[config.mk]
export PLATFORM = sky130hd
export DESIGN_NAME = sdpc_top
export DESIGN_NICKNAME = d
export VERILOG_FILES = /design/src/sdpc_pkg.sv /design/src/sdpc_if.sv /design/src/sdpc_sampler.sv /design/src/sdpc_top.sv
export VERILOG_INCLUDE_DIRS = /design/src
export SDC_FILE = /design/constraint.sdc
export NUM_CORES = 1
export LEC_CHECK = 0
export BUFFER_PORTS_ARGS = -buffer_cell sky130_fd_sc_hd__buf_2
export CORE_MARGIN = 1
export CORE_UTILIZATION = 50
export CTS_CLUSTER_SIZE = 30
export DETAILED_ROUTE_END_ITERATION = 6
export GPL_TIMING_DRIVEN = 0
export MAX_ROUTING_LAYER = met4
export PLACE_DENSITY_LB_ADDON = 0.05
export REMOVE_ABC_BUFFERS = 1
export SYNTH_ARGS = -nofsm -noshare
export SYNTH_HDL_FRONTEND = slang
export SYNTH_SLANG_ARGS = --single-unit
[constraint.sdc]
create_clock -name pclk -period 3.6 [get_ports pclk]
set_clock_uncertainty 0.15 [all_clocks]
set_input_delay 0 -clock pclk [delete_from_list [all_inputs] [get_ports pclk]]
set_output_delay 0 -clock pclk [all_outputs]
set_load 0.01 [all_outputs]
[src/sdpc_consts.svh]
/*
 holds the offsets, field positions, reset values and timing counts of the
 power-state block; assumes it is included by the top module.
*/
`ifndef SDPC_CONSTS_SVH
`define SDPC_CONSTS_SVH
// ****************************************
// register offsets (byte addresses)
// ****************************************
`define SDPC_OFS_CTRL 12'h000
`define SDPC_OFS_STATUS 12'h004
`define SDPC_OFS_ERR 12'h008
`define SDPC_OFS_COUNT 12'h00C
// ****************************************
// fields and reset values
// ****************************************
`define SDPC_CTRL_RST 1'h0
`define SDPC_ERR_RST 4'h0
`define SDPC_STS_BANK_LSB 4
`define SDPC_STS_SLOW_BIT 8
`define SDPC_STS_RDOK_BIT 9
`define SDPC_STS_NROK_BIT 10
`define SDPC_STS_RFC_BIT 11
`define SDPC_ERR_ILLEGAL 0
`define SDPC_ERR_CKE_SHORT 1
`define SDPC_ERR_SR_OPEN 2
`define SDPC_ERR_EARLY_CMD 3
// ****************************************
// timing counts in link clocks, and the mode register slow exit bit
// ****************************************
`define SDPC_XSRD_CLKS 200
`define SDPC_CKE_MIN_CLKS 3
`define SDPC_MR_SLOW_EXIT_BIT 12
`endif

[src/sdpc_pkg.sv]
/*
 holds the state and command types of the power-state block; assumes the
 four command pins are already synchronised when decoded.
*/
package sdpc_pkg;
   typedef enum logic [2:0] {st_idle, st_active, st_pre_pd, st_act_pd, st_self_ref} sdpc_state_t;
   typedef enum logic [3:0] {cmd_lm, cmd_ref, cmd_pre, cmd_act, cmd_wr, cmd_rd, cmd_nop,
                             cmd_desel, cmd_rsvd} sdpc_cmd_t;

   function automatic sdpc_cmd_t decode(input logic [3:0] pins);
      sdpc_cmd_t c;
      c = cmd_rsvd;
      if (pins[3])
      begin
         c = cmd_desel;
      end
      else
      begin
         unique case (pins[2:0])
            3'h0: c = cmd_lm;
            3'h1: c = cmd_ref;
            3'h2: c = cmd_pre;
            3'h3: c = cmd_act;
            3'h4: c = cmd_wr;
            3'h5: c = cmd_rd;
            3'h7: c = cmd_nop;
            default: c = cmd_rsvd;
         endcase
      end
      return c;
   endfunction : decode
endpackage : sdpc_pkg

[src/sdpc_if.sv]
/*
 holds the carrier between the pin sampler and the power-state core; assumes
 both ends run on pclk.
*/
`timescale 1ns/1ns
interface sdpc_if #(parameter int BA_W = 2);
   logic ck_rise;
   logic cke;
   sdpc_pkg::sdpc_cmd_t cmd;
   logic a10;
   logic a12;
   logic [BA_W-1:0] ba;
   logic on_die_termination;
   modport samp (output ck_rise, output cke, output cmd, output a10, output a12, output ba,
                 output on_die_termination);
   modport core (input ck_rise, input cke, input cmd, input a10, input a12, input ba, input on_die_termination);
endinterface : sdpc_if

[src/sdpc_sampler.sv]
/*
 holds the pin sampler: two flip-flops on every pin, then link clock edge
 detection; assumes the pins are asynchronous to pclk and the link clock is
 well below half the pclk rate.
*/
`timescale 1ns/1ns
module sdpc_sampler #(parameter int BA_W = 2) (
   input wire logic pclk,
   input wire logic presetn,
   input wire logic [BA_W+8:0] pins,
   sdpc_if.samp lk
);
   localparam int W = BA_W + 9;
   logic [W-1:0] s1_reg, s1_next, s2_reg, s2_next;
   logic ck_d_reg, ck_d_next;

   always_comb
   begin
      s1_next = pins;
      s2_next = s1_reg;
      ck_d_next = s2_reg[0];
   end

   always_ff @(posedge pclk or negedge presetn)
   begin
      if (!presetn)
      begin
         s1_reg <= '0;
         s2_reg <= '0;
         ck_d_reg <= 1'b0;
      end
      else
      begin
         s1_reg <= s1_next;
         s2_reg <= s2_next;
         ck_d_reg <= ck_d_next;
      end
   end

   // pins: ck, cke, cs_n ras_n cas_n we_n, a10, a12, odt, ba
   assign lk.ck_rise = s2_reg[0] & ~ck_d_reg;
   assign lk.cke = s2_reg[1];
   assign lk.cmd = sdpc_pkg::decode(s2_reg[5:2]);
   assign lk.a10 = s2_reg[6];
   assign lk.a12 = s2_reg[7];
   assign lk.on_die_termination = s2_reg[8];
   assign lk.ba = s2_reg[W-1:9];
endmodule : sdpc_sampler

[src/sdpc_top.sv]
/*
 holds the power-state core of the memory device: clock-enable truth table,
 bank tracking, exit delays and an APB register slave; assumes the link pins
 come from a controller on another clock and APB runs on pclk.
*/
`timescale 1ns/1ns
`include "sdpc_consts.svh"
module sdpc_top #(
   parameter int NUM_BANKS = 4,
   parameter int XSNR_CLKS = 10,
   parameter int XP_CLKS = 2,
   parameter int XARD_CLKS = 2,
   parameter int XARDS_CLKS = 7,
   parameter int RFC_CLKS = 20
) (
   input wire logic pclk,
   input wire logic presetn,
   input wire logic [11:0] paddr,
   input wire logic psel,
   input wire logic penable,
   input wire logic pwrite,
   input wire logic [31:0] pwdata,
   output logic [31:0] prdata,
   output logic pready,
   output logic pslverr,
   input wire logic ck,
   input wire logic cke,
   input wire logic cs_n,
   input wire logic ras_n,
   input wire logic cas_n,
   input wire logic we_n,
   input wire logic a10,
   input wire logic a12,
   input wire logic [$clog2(NUM_BANKS)-1:0] ba,
   input wire logic on_die_termination,
   output logic [2:0] power_state,
   output logic self_refresh,
   output logic termination_on,
   output logic refresh_busy,
   output logic read_allowed,
   output logic nonread_allowed
);
   localparam int BA_W = $clog2(NUM_BANKS);
   typedef sdpc_pkg::sdpc_state_t st_t;

   sdpc_if #(.BA_W(BA_W)) lk ();

   sdpc_sampler #(.BA_W(BA_W)) u_samp (
      .pclk(pclk),
      .presetn(presetn),
      .pins({ba, on_die_termination, a12, a10, cs_n, ras_n, cas_n, we_n, cke, ck}),
      .lk(lk)
   );

   // ****************************************
   // link side state
   // ****************************************
   st_t state_reg, state_next;
   logic cke_prev_reg, cke_prev_next;
   logic [NUM_BANKS-1:0] bank_open_reg, bank_open_next;
   logic slow_exit_reg, slow_exit_next;
   logic [1:0] run_reg, run_next;
   logic [7:0] xs_cnt_reg, xs_cnt_next;
   logic [7:0] rd_tgt_reg, rd_tgt_next;
   logic [7:0] nr_tgt_reg, nr_tgt_next;
   logic [7:0] rfc_reg, rfc_next;
   logic [3:0] err_reg, err_next;
   logic term_reg, term_next;
   logic [3:0] err_set;
   logic [3:0] err_clr;
   logic ctrl_reg, ctrl_next;
   logic is_nop, any_open;

   assign is_nop = (lk.cmd == sdpc_pkg::cmd_nop) || (lk.cmd == sdpc_pkg::cmd_desel);
   assign any_open = |bank_open_reg;

   always_comb
   begin
      state_next = state_reg;
      cke_prev_next = cke_prev_reg;
      bank_open_next = bank_open_reg;
      slow_exit_next = slow_exit_reg;
      run_next = run_reg;
      xs_cnt_next = xs_cnt_reg;
      rd_tgt_next = rd_tgt_reg;
      nr_tgt_next = nr_tgt_reg;
      rfc_next = rfc_reg;
      err_set = 4'h0;
      if (lk.ck_rise)
      begin
         cke_prev_next = lk.cke;
         if (lk.cke == cke_prev_reg)
         begin
            if (run_reg != 2'(`SDPC_CKE_MIN_CLKS))
            begin
               run_next = run_reg + 2'h1;
            end
         end
         else
         begin
            // level changed before three registrations at the old level
            err_set[`SDPC_ERR_CKE_SHORT] = (run_reg < 2'(`SDPC_CKE_MIN_CLKS));
            run_next = 2'h1;
         end
         if (xs_cnt_reg != 8'hFF)
         begin
            xs_cnt_next = xs_cnt_reg + 8'h01;
         end
         // refresh completes internally, also after power-down entry
         if (rfc_reg != 8'h00)
         begin
            rfc_next = rfc_reg - 8'h01;
         end
         unique case (state_reg)
            sdpc_pkg::st_pre_pd, sdpc_pkg::st_act_pd:
            begin
               if (lk.cke)
               begin
                  err_set[`SDPC_ERR_ILLEGAL] = !is_nop;
                  state_next = any_open ? sdpc_pkg::st_active : sdpc_pkg::st_idle;
                  xs_cnt_next = 8'h00;
                  nr_tgt_next = 8'(XP_CLKS);
                  if (state_reg == sdpc_pkg::st_act_pd)
                  begin
                     rd_tgt_next = slow_exit_reg ? 8'(XARDS_CLKS) : 8'(XARD_CLKS);
                  end
                  else
                  begin
                     rd_tgt_next = 8'(XP_CLKS);
                  end
               end
            end
            sdpc_pkg::st_self_ref:
            begin
               if (lk.cke)
               begin
                  err_set[`SDPC_ERR_ILLEGAL] = !is_nop;
                  state_next = sdpc_pkg::st_idle;
                  xs_cnt_next = 8'h00;
                  nr_tgt_next = 8'(XSNR_CLKS);
                  rd_tgt_next = 8'(`SDPC_XSRD_CLKS);
               end
            end
            sdpc_pkg::st_idle, sdpc_pkg::st_active:
            begin
               if (!lk.cke && cke_prev_reg)
               begin
                  if (is_nop)
                  begin
                     state_next = any_open ? sdpc_pkg::st_act_pd : sdpc_pkg::st_pre_pd;
                  end
                  else if (lk.cmd == sdpc_pkg::cmd_ref && !any_open)
                  begin
                     state_next = sdpc_pkg::st_self_ref;
                  end
                  else if (lk.cmd == sdpc_pkg::cmd_ref)
                  begin
                     err_set[`SDPC_ERR_SR_OPEN] = 1'b1;
                  end
                  else
                  begin
                     err_set[`SDPC_ERR_ILLEGAL] = 1'b1;
                  end
               end
               else if (lk.cke)
               begin
                  if (lk.cmd == sdpc_pkg::cmd_rd)
                  begin
                     err_set[`SDPC_ERR_EARLY_CMD] = (xs_cnt_reg < rd_tgt_reg);
                  end
                  else if (!is_nop)
                  begin
                     err_set[`SDPC_ERR_EARLY_CMD] = (xs_cnt_reg < nr_tgt_reg);
                  end
                  unique case (lk.cmd)
                     sdpc_pkg::cmd_act: bank_open_next[lk.ba] = 1'b1;
                     sdpc_pkg::cmd_pre:
                     begin
                        if (lk.a10)
                        begin
                           bank_open_next = '0;
                        end
                        else
                        begin
                           bank_open_next[lk.ba] = 1'b0;
                        end
                     end
                     sdpc_pkg::cmd_wr:
                     begin
                        // auto precharge closes this bank's row; with no other bank open, entry lands in precharge pd
                        if (lk.a10)
                        begin
                           bank_open_next[lk.ba] = 1'b0;
                        end
                     end
                     sdpc_pkg::cmd_ref: rfc_next = 8'(RFC_CLKS);
                     sdpc_pkg::cmd_lm:
                     begin
                        if (lk.ba == '0)
                        begin
                           slow_exit_next = lk.a12;
                        end
                     end
                     default:
                     begin
                     end
                  endcase
               end
            end
         endcase
         if (state_next == sdpc_pkg::st_idle || state_next == sdpc_pkg::st_active)
         begin
            state_next = (|bank_open_next) ? sdpc_pkg::st_active : sdpc_pkg::st_idle;
         end
      end
      // a new event wins over a clear in the same cycle
      err_next = (err_reg & ~err_clr) | err_set;
      // termination input has no effect on the state; off in self refresh
      term_next = lk.on_die_termination & ctrl_reg & (state_next != sdpc_pkg::st_self_ref);
   end

   always_ff @(posedge pclk or negedge presetn)
   begin
      if (!presetn)
      begin
         state_reg <= sdpc_pkg::st_idle;
         cke_prev_reg <= 1'b0;
         bank_open_reg <= '0;
         slow_exit_reg <= 1'b0;
         run_reg <= 2'h0;
         xs_cnt_reg <= 8'hFF;
         rd_tgt_reg <= 8'h00;
         nr_tgt_reg <= 8'h00;
         rfc_reg <= 8'h00;
         err_reg <= `SDPC_ERR_RST;
         term_reg <= 1'b0;
      end
      else
      begin
         state_reg <= state_next;
         cke_prev_reg <= cke_prev_next;
         bank_open_reg <= bank_open_next;
         slow_exit_reg <= slow_exit_next;
         run_reg <= run_next;
         xs_cnt_reg <= xs_cnt_next;
         rd_tgt_reg <= rd_tgt_next;
         nr_tgt_reg <= nr_tgt_next;
         rfc_reg <= rfc_next;
         err_reg <= err_next;
         term_reg <= term_next;
      end
   end

   assign power_state = 3'(state_reg);
   assign self_refresh = (state_reg == sdpc_pkg::st_self_ref);
   assign termination_on = term_reg;
   assign refresh_busy = (rfc_reg != 8'h00);
   assign read_allowed = (xs_cnt_reg >= rd_tgt_reg);
   assign nonread_allowed = (xs_cnt_reg >= nr_tgt_reg);

   // ****************************************
   // apb slave
   // ****************************************
   logic [31:0] prdata_reg, prdata_next;
   logic hit;
   logic [31:0] rd_mux;

   always_comb
   begin
      hit = 1'b1;
      rd_mux = 32'h0000_0000;
      unique case (paddr)
         `SDPC_OFS_CTRL: rd_mux = {31'h0000_0000, ctrl_reg};
         `SDPC_OFS_STATUS:
         begin
            rd_mux[2:0] = power_state;
            rd_mux[`SDPC_STS_BANK_LSB +: NUM_BANKS] = bank_open_reg;
            rd_mux[`SDPC_STS_SLOW_BIT] = slow_exit_reg;
            rd_mux[`SDPC_STS_RDOK_BIT] = read_allowed;
            rd_mux[`SDPC_STS_NROK_BIT] = nonread_allowed;
            rd_mux[`SDPC_STS_RFC_BIT] = refresh_busy;
         end
         `SDPC_OFS_ERR: rd_mux = {28'h000_0000, err_reg};
         `SDPC_OFS_COUNT: rd_mux = {16'h0000, rfc_reg, xs_cnt_reg};
         default: hit = 1'b0;
      endcase
      prdata_next = prdata_reg;
      if (psel && !penable)
      begin
         prdata_next = pwrite ? 32'h0000_0000 : rd_mux;
      end
      ctrl_next = ctrl_reg;
      err_clr = 4'h0;
      if (psel && penable && pwrite && paddr == `SDPC_OFS_CTRL)
      begin
         ctrl_next = pwdata[0];
      end
      if (psel && penable && pwrite && paddr == `SDPC_OFS_ERR)
      begin
         err_clr = pwdata[3:0];
      end
   end

   always_ff @(posedge pclk or negedge presetn)
   begin
      if (!presetn)
      begin
         prdata_reg <= 32'h0000_0000;
         ctrl_reg <= `SDPC_CTRL_RST;
      end
      else
      begin
         prdata_reg <= prdata_next;
         ctrl_reg <= ctrl_next;
      end
   end

   assign prdata = prdata_reg;
   assign pready = 1'b1;
   assign pslverr = psel & penable & ~hit;

   // ****************************************
   // checks
   // ****************************************
   logic [8:0] sr_edges_reg;

   always_ff @(posedge pclk or negedge presetn)
   begin
      if (!presetn)
      begin
         sr_edges_reg <= 9'h000;
      end
      else if (self_refresh)
      begin
         sr_edges_reg <= 9'h000;
      end
      else if (lk.ck_rise && sr_edges_reg != 9'h1FF)
      begin
         sr_edges_reg <= sr_edges_reg + 9'h001;
      end
   end
endmodule : sdpc_top

**Word-level counts from Yosys, hierarchy flattened**

Cells that the tools add are included.
Widths: inputs -> output; s select.

- Input bits: 60
- Logic and storage cells: 164
- Bits in registers: 104

- Add/sub/neg operators: 3
- Order comparisons: 7
- Bitwise operators: 14
- Equality and inequality tests: 28
- Multiplexer cells: 65
- Reductions and logical operators: 31

Operators by type and width:

| kind | count |
|---|---|
| $mux 8 | 12 |
| $pmux 8 s2 | 3 |
| $mux 4 | 10 |
| $mux 32 | 1 |
| $mux 3 | 10 |
| $pmux 4 s7 | 1 |
| $eq 12x4->1 const B | 2 |
| $mux 1 | 19 |
| $eq 4x3->1 const B | 4 |
| $ge 8x8->1 | 2 |
| $lt 8x8->1 | 2 |
| $eq 12x3->1 const B | 1 |
| $eq 3x2->1 const B | 4 |
| $eq 3x3->1 const B | 4 |
| $logic_not 12->1 | 1 |
| $pmux 3 s4 | 1 |
| $pmux 4 s3 | 1 |
| $reduce_or 4->1 | 3 |
| $eq 3x1->1 const B | 3 |
| $logic_not 3->1 | 3 |
| $pmux 3 s3 | 1 |
| $add 8x1->8 const B | 1 |
| $and 4x4->4 | 2 |
| $eq 4x2->1 const B | 2 |
| 30 further kinds | 55 |

**Depth between registers and ports, before layout**

- Depth after elaboration: 18
- Mapped depth: 8
- Gate-level depth less buffers: 8

**Cells and area by module**

A second synthesis with hierarchy kept.

- Cell total of the unflattened synthesis: 404
- Area, all modules: 3936.3 um^2

Modules (own cells, without submodules):

| module | instances | cells each | area an instance (um^2) |
|---|---|---|---|
| sdpc_top | 1 | 371 | 3280.6 |
| sdpc_sampler | 1 | 33 | 655.6 |

**Worst setup path before layout**

Ideal clock, no wire load.

- Kind: reg2reg
- From: register u_samp.s2_reg[1]
- To: register term_reg, in the netlist termination_on
- Data arrival time: 2244 ps
- Setup time: 120 ps
- Cell stages (with the launch flop): 9
- Setup slack: 1086 ps
- Buffers on the path: 0
- Period minus slack after synthesis: 2514 ps
- Required time: 3330 ps
- Path through: dfrtp_1 -> inv_1 -> ha_1 -> or4b_4 -> a211o_1 -> o32a_1 -> nor3_1 -> a21boi_1 -> o211a_1

- Longest elaborated chain between the ends: 11

Ends and longest elaborated chain:

| item | RTL line | text |
|---|---|---|
| start, declared | sdpc_sampler.sv:14 | `logic [W-1:0] s1_reg, s1_next, s2_reg, s2_next;` |
| start signal, assigned | sdpc_sampler.sv:35 | `s2_reg <= s2_next;` |
| $logic_not 1->1 | sdpc_top.sv:146 | `if (!lk.cke && cke_prev_reg)` |
| $logic_and 1x1->1 | sdpc_top.sv:146 |  |
| $mux 3 or $mux 4 (tied branches) | sdpc_top.sv:146 |  |
| $pmux 3 s3 or $mux 4 (tied branches) | sdpc_top.sv:114 | `unique case (state_reg)` |
| $mux 3 or $mux 4 (tied branches) | sdpc_top.sv:89 | `if (lk.ck_rise)` |
| $eq 3x1->1 (tied with other cells) | sdpc_top.sv:211 | `if (state_next == sdpc_pkg::st_idle \|\| state_next == sdpc_pkg::st_active)` |
| $logic_or 1x1->1 or $mux 1 (tied branches) | sdpc_top.sv:211, sdpc_top.sv:213 |  |
| $mux 3 * | sdpc_top.sv:211 |  |
| $mux 3 * | sdpc_top.sv:89 |  |
| $ne 3x3->1 * | sdpc_top.sv:219 | `term_next = lk.on_die_termination & ctrl_reg & (state_next != sdpc_pkg::st_self_ref);` |
| $and 1x1->1 * | sdpc_top.sv:219 |  |
| net term_next | sdpc_top.sv:68 | `logic term_reg, term_next;` |
| end signal, assigned | sdpc_top.sv:250 | `term_reg <= term_next;` |
| end, declared | sdpc_top.sv:68 |  |

The timed path passes the listed nets; every way through them passes the cells marked *. The select of a mux whose other input is x is not followed.
A chain may end at the register's enable or synchronous reset.

**Worst setup path after layout**

- From: register u_samp.s2_reg[0]
- To: register slow_exit_reg

- Longest elaborated chain between the ends: 2

Ends and longest elaborated chain:

| item | RTL line | text |
|---|---|---|
| $and 1x1->1 | sdpc_sampler.sv:41 | `assign lk.ck_rise = s2_reg[0] & ~ck_d_reg;` |
| $reduce_and 6->1 (no line) | n/a |  |
| end signal, assigned | sdpc_top.sv:243 | `slow_exit_reg <= slow_exit_next;` |
| end, declared | sdpc_top.sv:61 | `logic slow_exit_reg, slow_exit_next;` |

No other way between the ends.

==> metrics.txt <==
R2R Path Start u_samp.s2_reg[0]; Final WS setup 0.387 ns; Filler cells 690; Root Buffer Master clkbuf_8; setup bufs post-CTS 0; largest cells by area after synthesis dfrtp_1 43%, dfstp_2 5.3%, nand2_1 4.4%; main combinational cell family by area after synthesis simple AND/OR/NAND/NOR gates; largest net degree at the start of global routing 40; commonest non-fill, non-tap cell in the layout dfrtp_1; startpoint types flip-flop; Final min period 3.21 ns; area grow syn2layout 20.5%; R2R Path End slow_exit_reg; sequential area share after synthesis 0.485; drt wl/cell approximately 15 um; Die X-Extent approximately 91 um; Worst Tran Pin Value 1.19 ns; final slew viol count 0; syn avg cell area 9.60 sq um; clk buf depth 2; fmax 311 MHz; fin cells 596; die area 0.00825 sq mm; Clock Latency Late Sink 0.36 ns; Post-route DRC 0; post-route cell area ~0.0048 sq mm; DR vias around 3300; main flop type after synthesis dfrtp_1; met2 Usage GRT 0.371; first-pass GRT wire length 15.0 mm; Pwr Density 542 mW/mm^2; I/O Pins 102; GR Util met3 0.0471; number of library cell types mapped by synthesis 73; Setup Crit Path Kind flip-flop to flip-flop; core box area 0.00769 sq mm; DP HPWL roughly 6.3 mm; FF+latch count, synth between 70 and 80; Hold Vio Cnt, Final 1; GPL Wtd Cong ~0.9; failing checks negative hold slack; mapped cell area a little under 0.004 sq mm; Num CTS Buffers 9; Die H 90.8 um; Iter 0 DRT Violations 188; VDD IR-drop max 250 uV; First-pass DRT Iterations 4; Setup Viol. Count Final 0; total track usage 0.243; xor/xnor share of the synthesized area 0.0133; pre-CTS setup slack 0.489 ns; ys async rst share 1.00; Max FO, Critical Path 13; hold_ws -0.00929 ns; placed cells 553; Yosys top cell by area dfrtp_1; post_cts resized 0; Worst-path clk slew around 0.09 ns; fin util 0.618; Vias/cell roughly 5.5; clk sinks 76; Crit. End Element flip-flop; Final period util 0.893; CTS tree yes; GRT met1 Usage 0.321; Leakage about 2.1 nW; crit path DAT 3.31 ns; layout cells sized above 1 0.190; WP data required 3.70 ns; area share of the largest cell type after synthesis 0.431; HP Class input pin to asynchronous set/reset pin; Antenna Nets Post-Route 0; max FFs per register 16; R2R Setup Slk 0.39 ns; unrepaired setup endpoints after global routing no; Post-Synth Adder-Cell Area 0.0349; vias in the first global route 3010; global route overflow 0; setup TNS 0 ns; CTS Hold Bufs 27; Starting Density 0.513; commonest non-fill, non-tap cells in the layout 68 x dfrtp_1, 55 x buf_2, 46 x nand2_1, 39 x nor2_1, 27 x dlygate4sd3_1; compound-gate portion of the synthesized area 0.173; Max Cap Viol 0; status finished with violations; initial antenna violation count 0; Inserted Diodes 0; Post-synth EDFFs 0; Simple-Gate Fraction of Synth Area 0.202; port bufs between 50 and 60; busiest grt layer met2; CTS H-tree lvls 3; Gate Count Post-Synth 411; Synth Warn # 0; reg2reg path depth 5; Rows 32; placed cell area 0.00425 sq mm; mux cell area share after synthesis 0.0273; Slew headroom 0.202; WL final between 9 and 10 mm; power consumption around 2.6 mW; Final nets between 500 and 600
[worst max-delay path by stage]
stage,from,depth (start not counted),endpoint
after floorplan,u_samp.s2_reg[1],8,termination_on
after global placement,u_samp.s2_reg[0],5,slow_exit_reg
after detailed placement,u_samp.s2_reg[0],5,slow_exit_reg
after CTS,u_samp.s2_reg[0],5,slow_exit_reg
after global routing,u_samp.s2_reg[0],5,slow_exit_reg
final,u_samp.s2_reg[0],5,slow_exit_reg
[power by group]
part | switching [mW] | internal (mW)
logic | 0.313 | 0.281
clock network | 0.333 | 0.462
registers | 0.187 | 0.999
[cell type report]
cell class	instances	area, sq um	area share
timing repair buffer	84	573	0.121
clock buffer	10	128	0.0268
clock inverter	6	111	0.0234
sequential	76	1910	0.402
tap	102	128	0.0268
multi-input combinational	302	1840	0.388
inverter	16	60.1	0.0126
[routing by layer]
layer  wire length [um]  vias to the layer above
li1                   -                     1609
met1               4310                     1562
met2               4170                      102
met3                446                       13
met4                153                        0
met5                  0                        -
[worst max-delay path, stage by stage (launching register included)]
cell and delay, ns:
dfrtp_1 0.37, nor2b_1 0.94, nand2_1 0.43, or4_1 0.61
nor4_1 0.25, mux2_2 0.37
[logic make-up after synthesis]
family                     after synthesis
DFF                                     76
xor gates and xnor gates                 6
adders and majority gates               11
other                                    2
muxes                                    9
AOI/OAI and AO/OA                      102
and+or+nand+nor                        157
buffers and inverters                   48
[cells in the mapped netlist (3+ instances only)]
cell and n:
dfrtp_1 68, a41oi_1 3, ha_1 11, xnor2_1 4, dfstp_2 8, o21ai_1 11
mux2_2 4, nand3_1 14, nand2b_1 8, nor2_1 39, inv_1 16, or4_1 3
clkbuf_1 12, mux2i_1 4, nor3_1 8, nor2b_1 7, a21oi_1 12, o21ai_0 24
o21bai_1 3, a31oi_1 4, o31ai_1 6, nand2_1 46, or2_2 3, buf_4 17
a22oi_1 9, nand4_1 4
(Power assumes the default switching activity.)
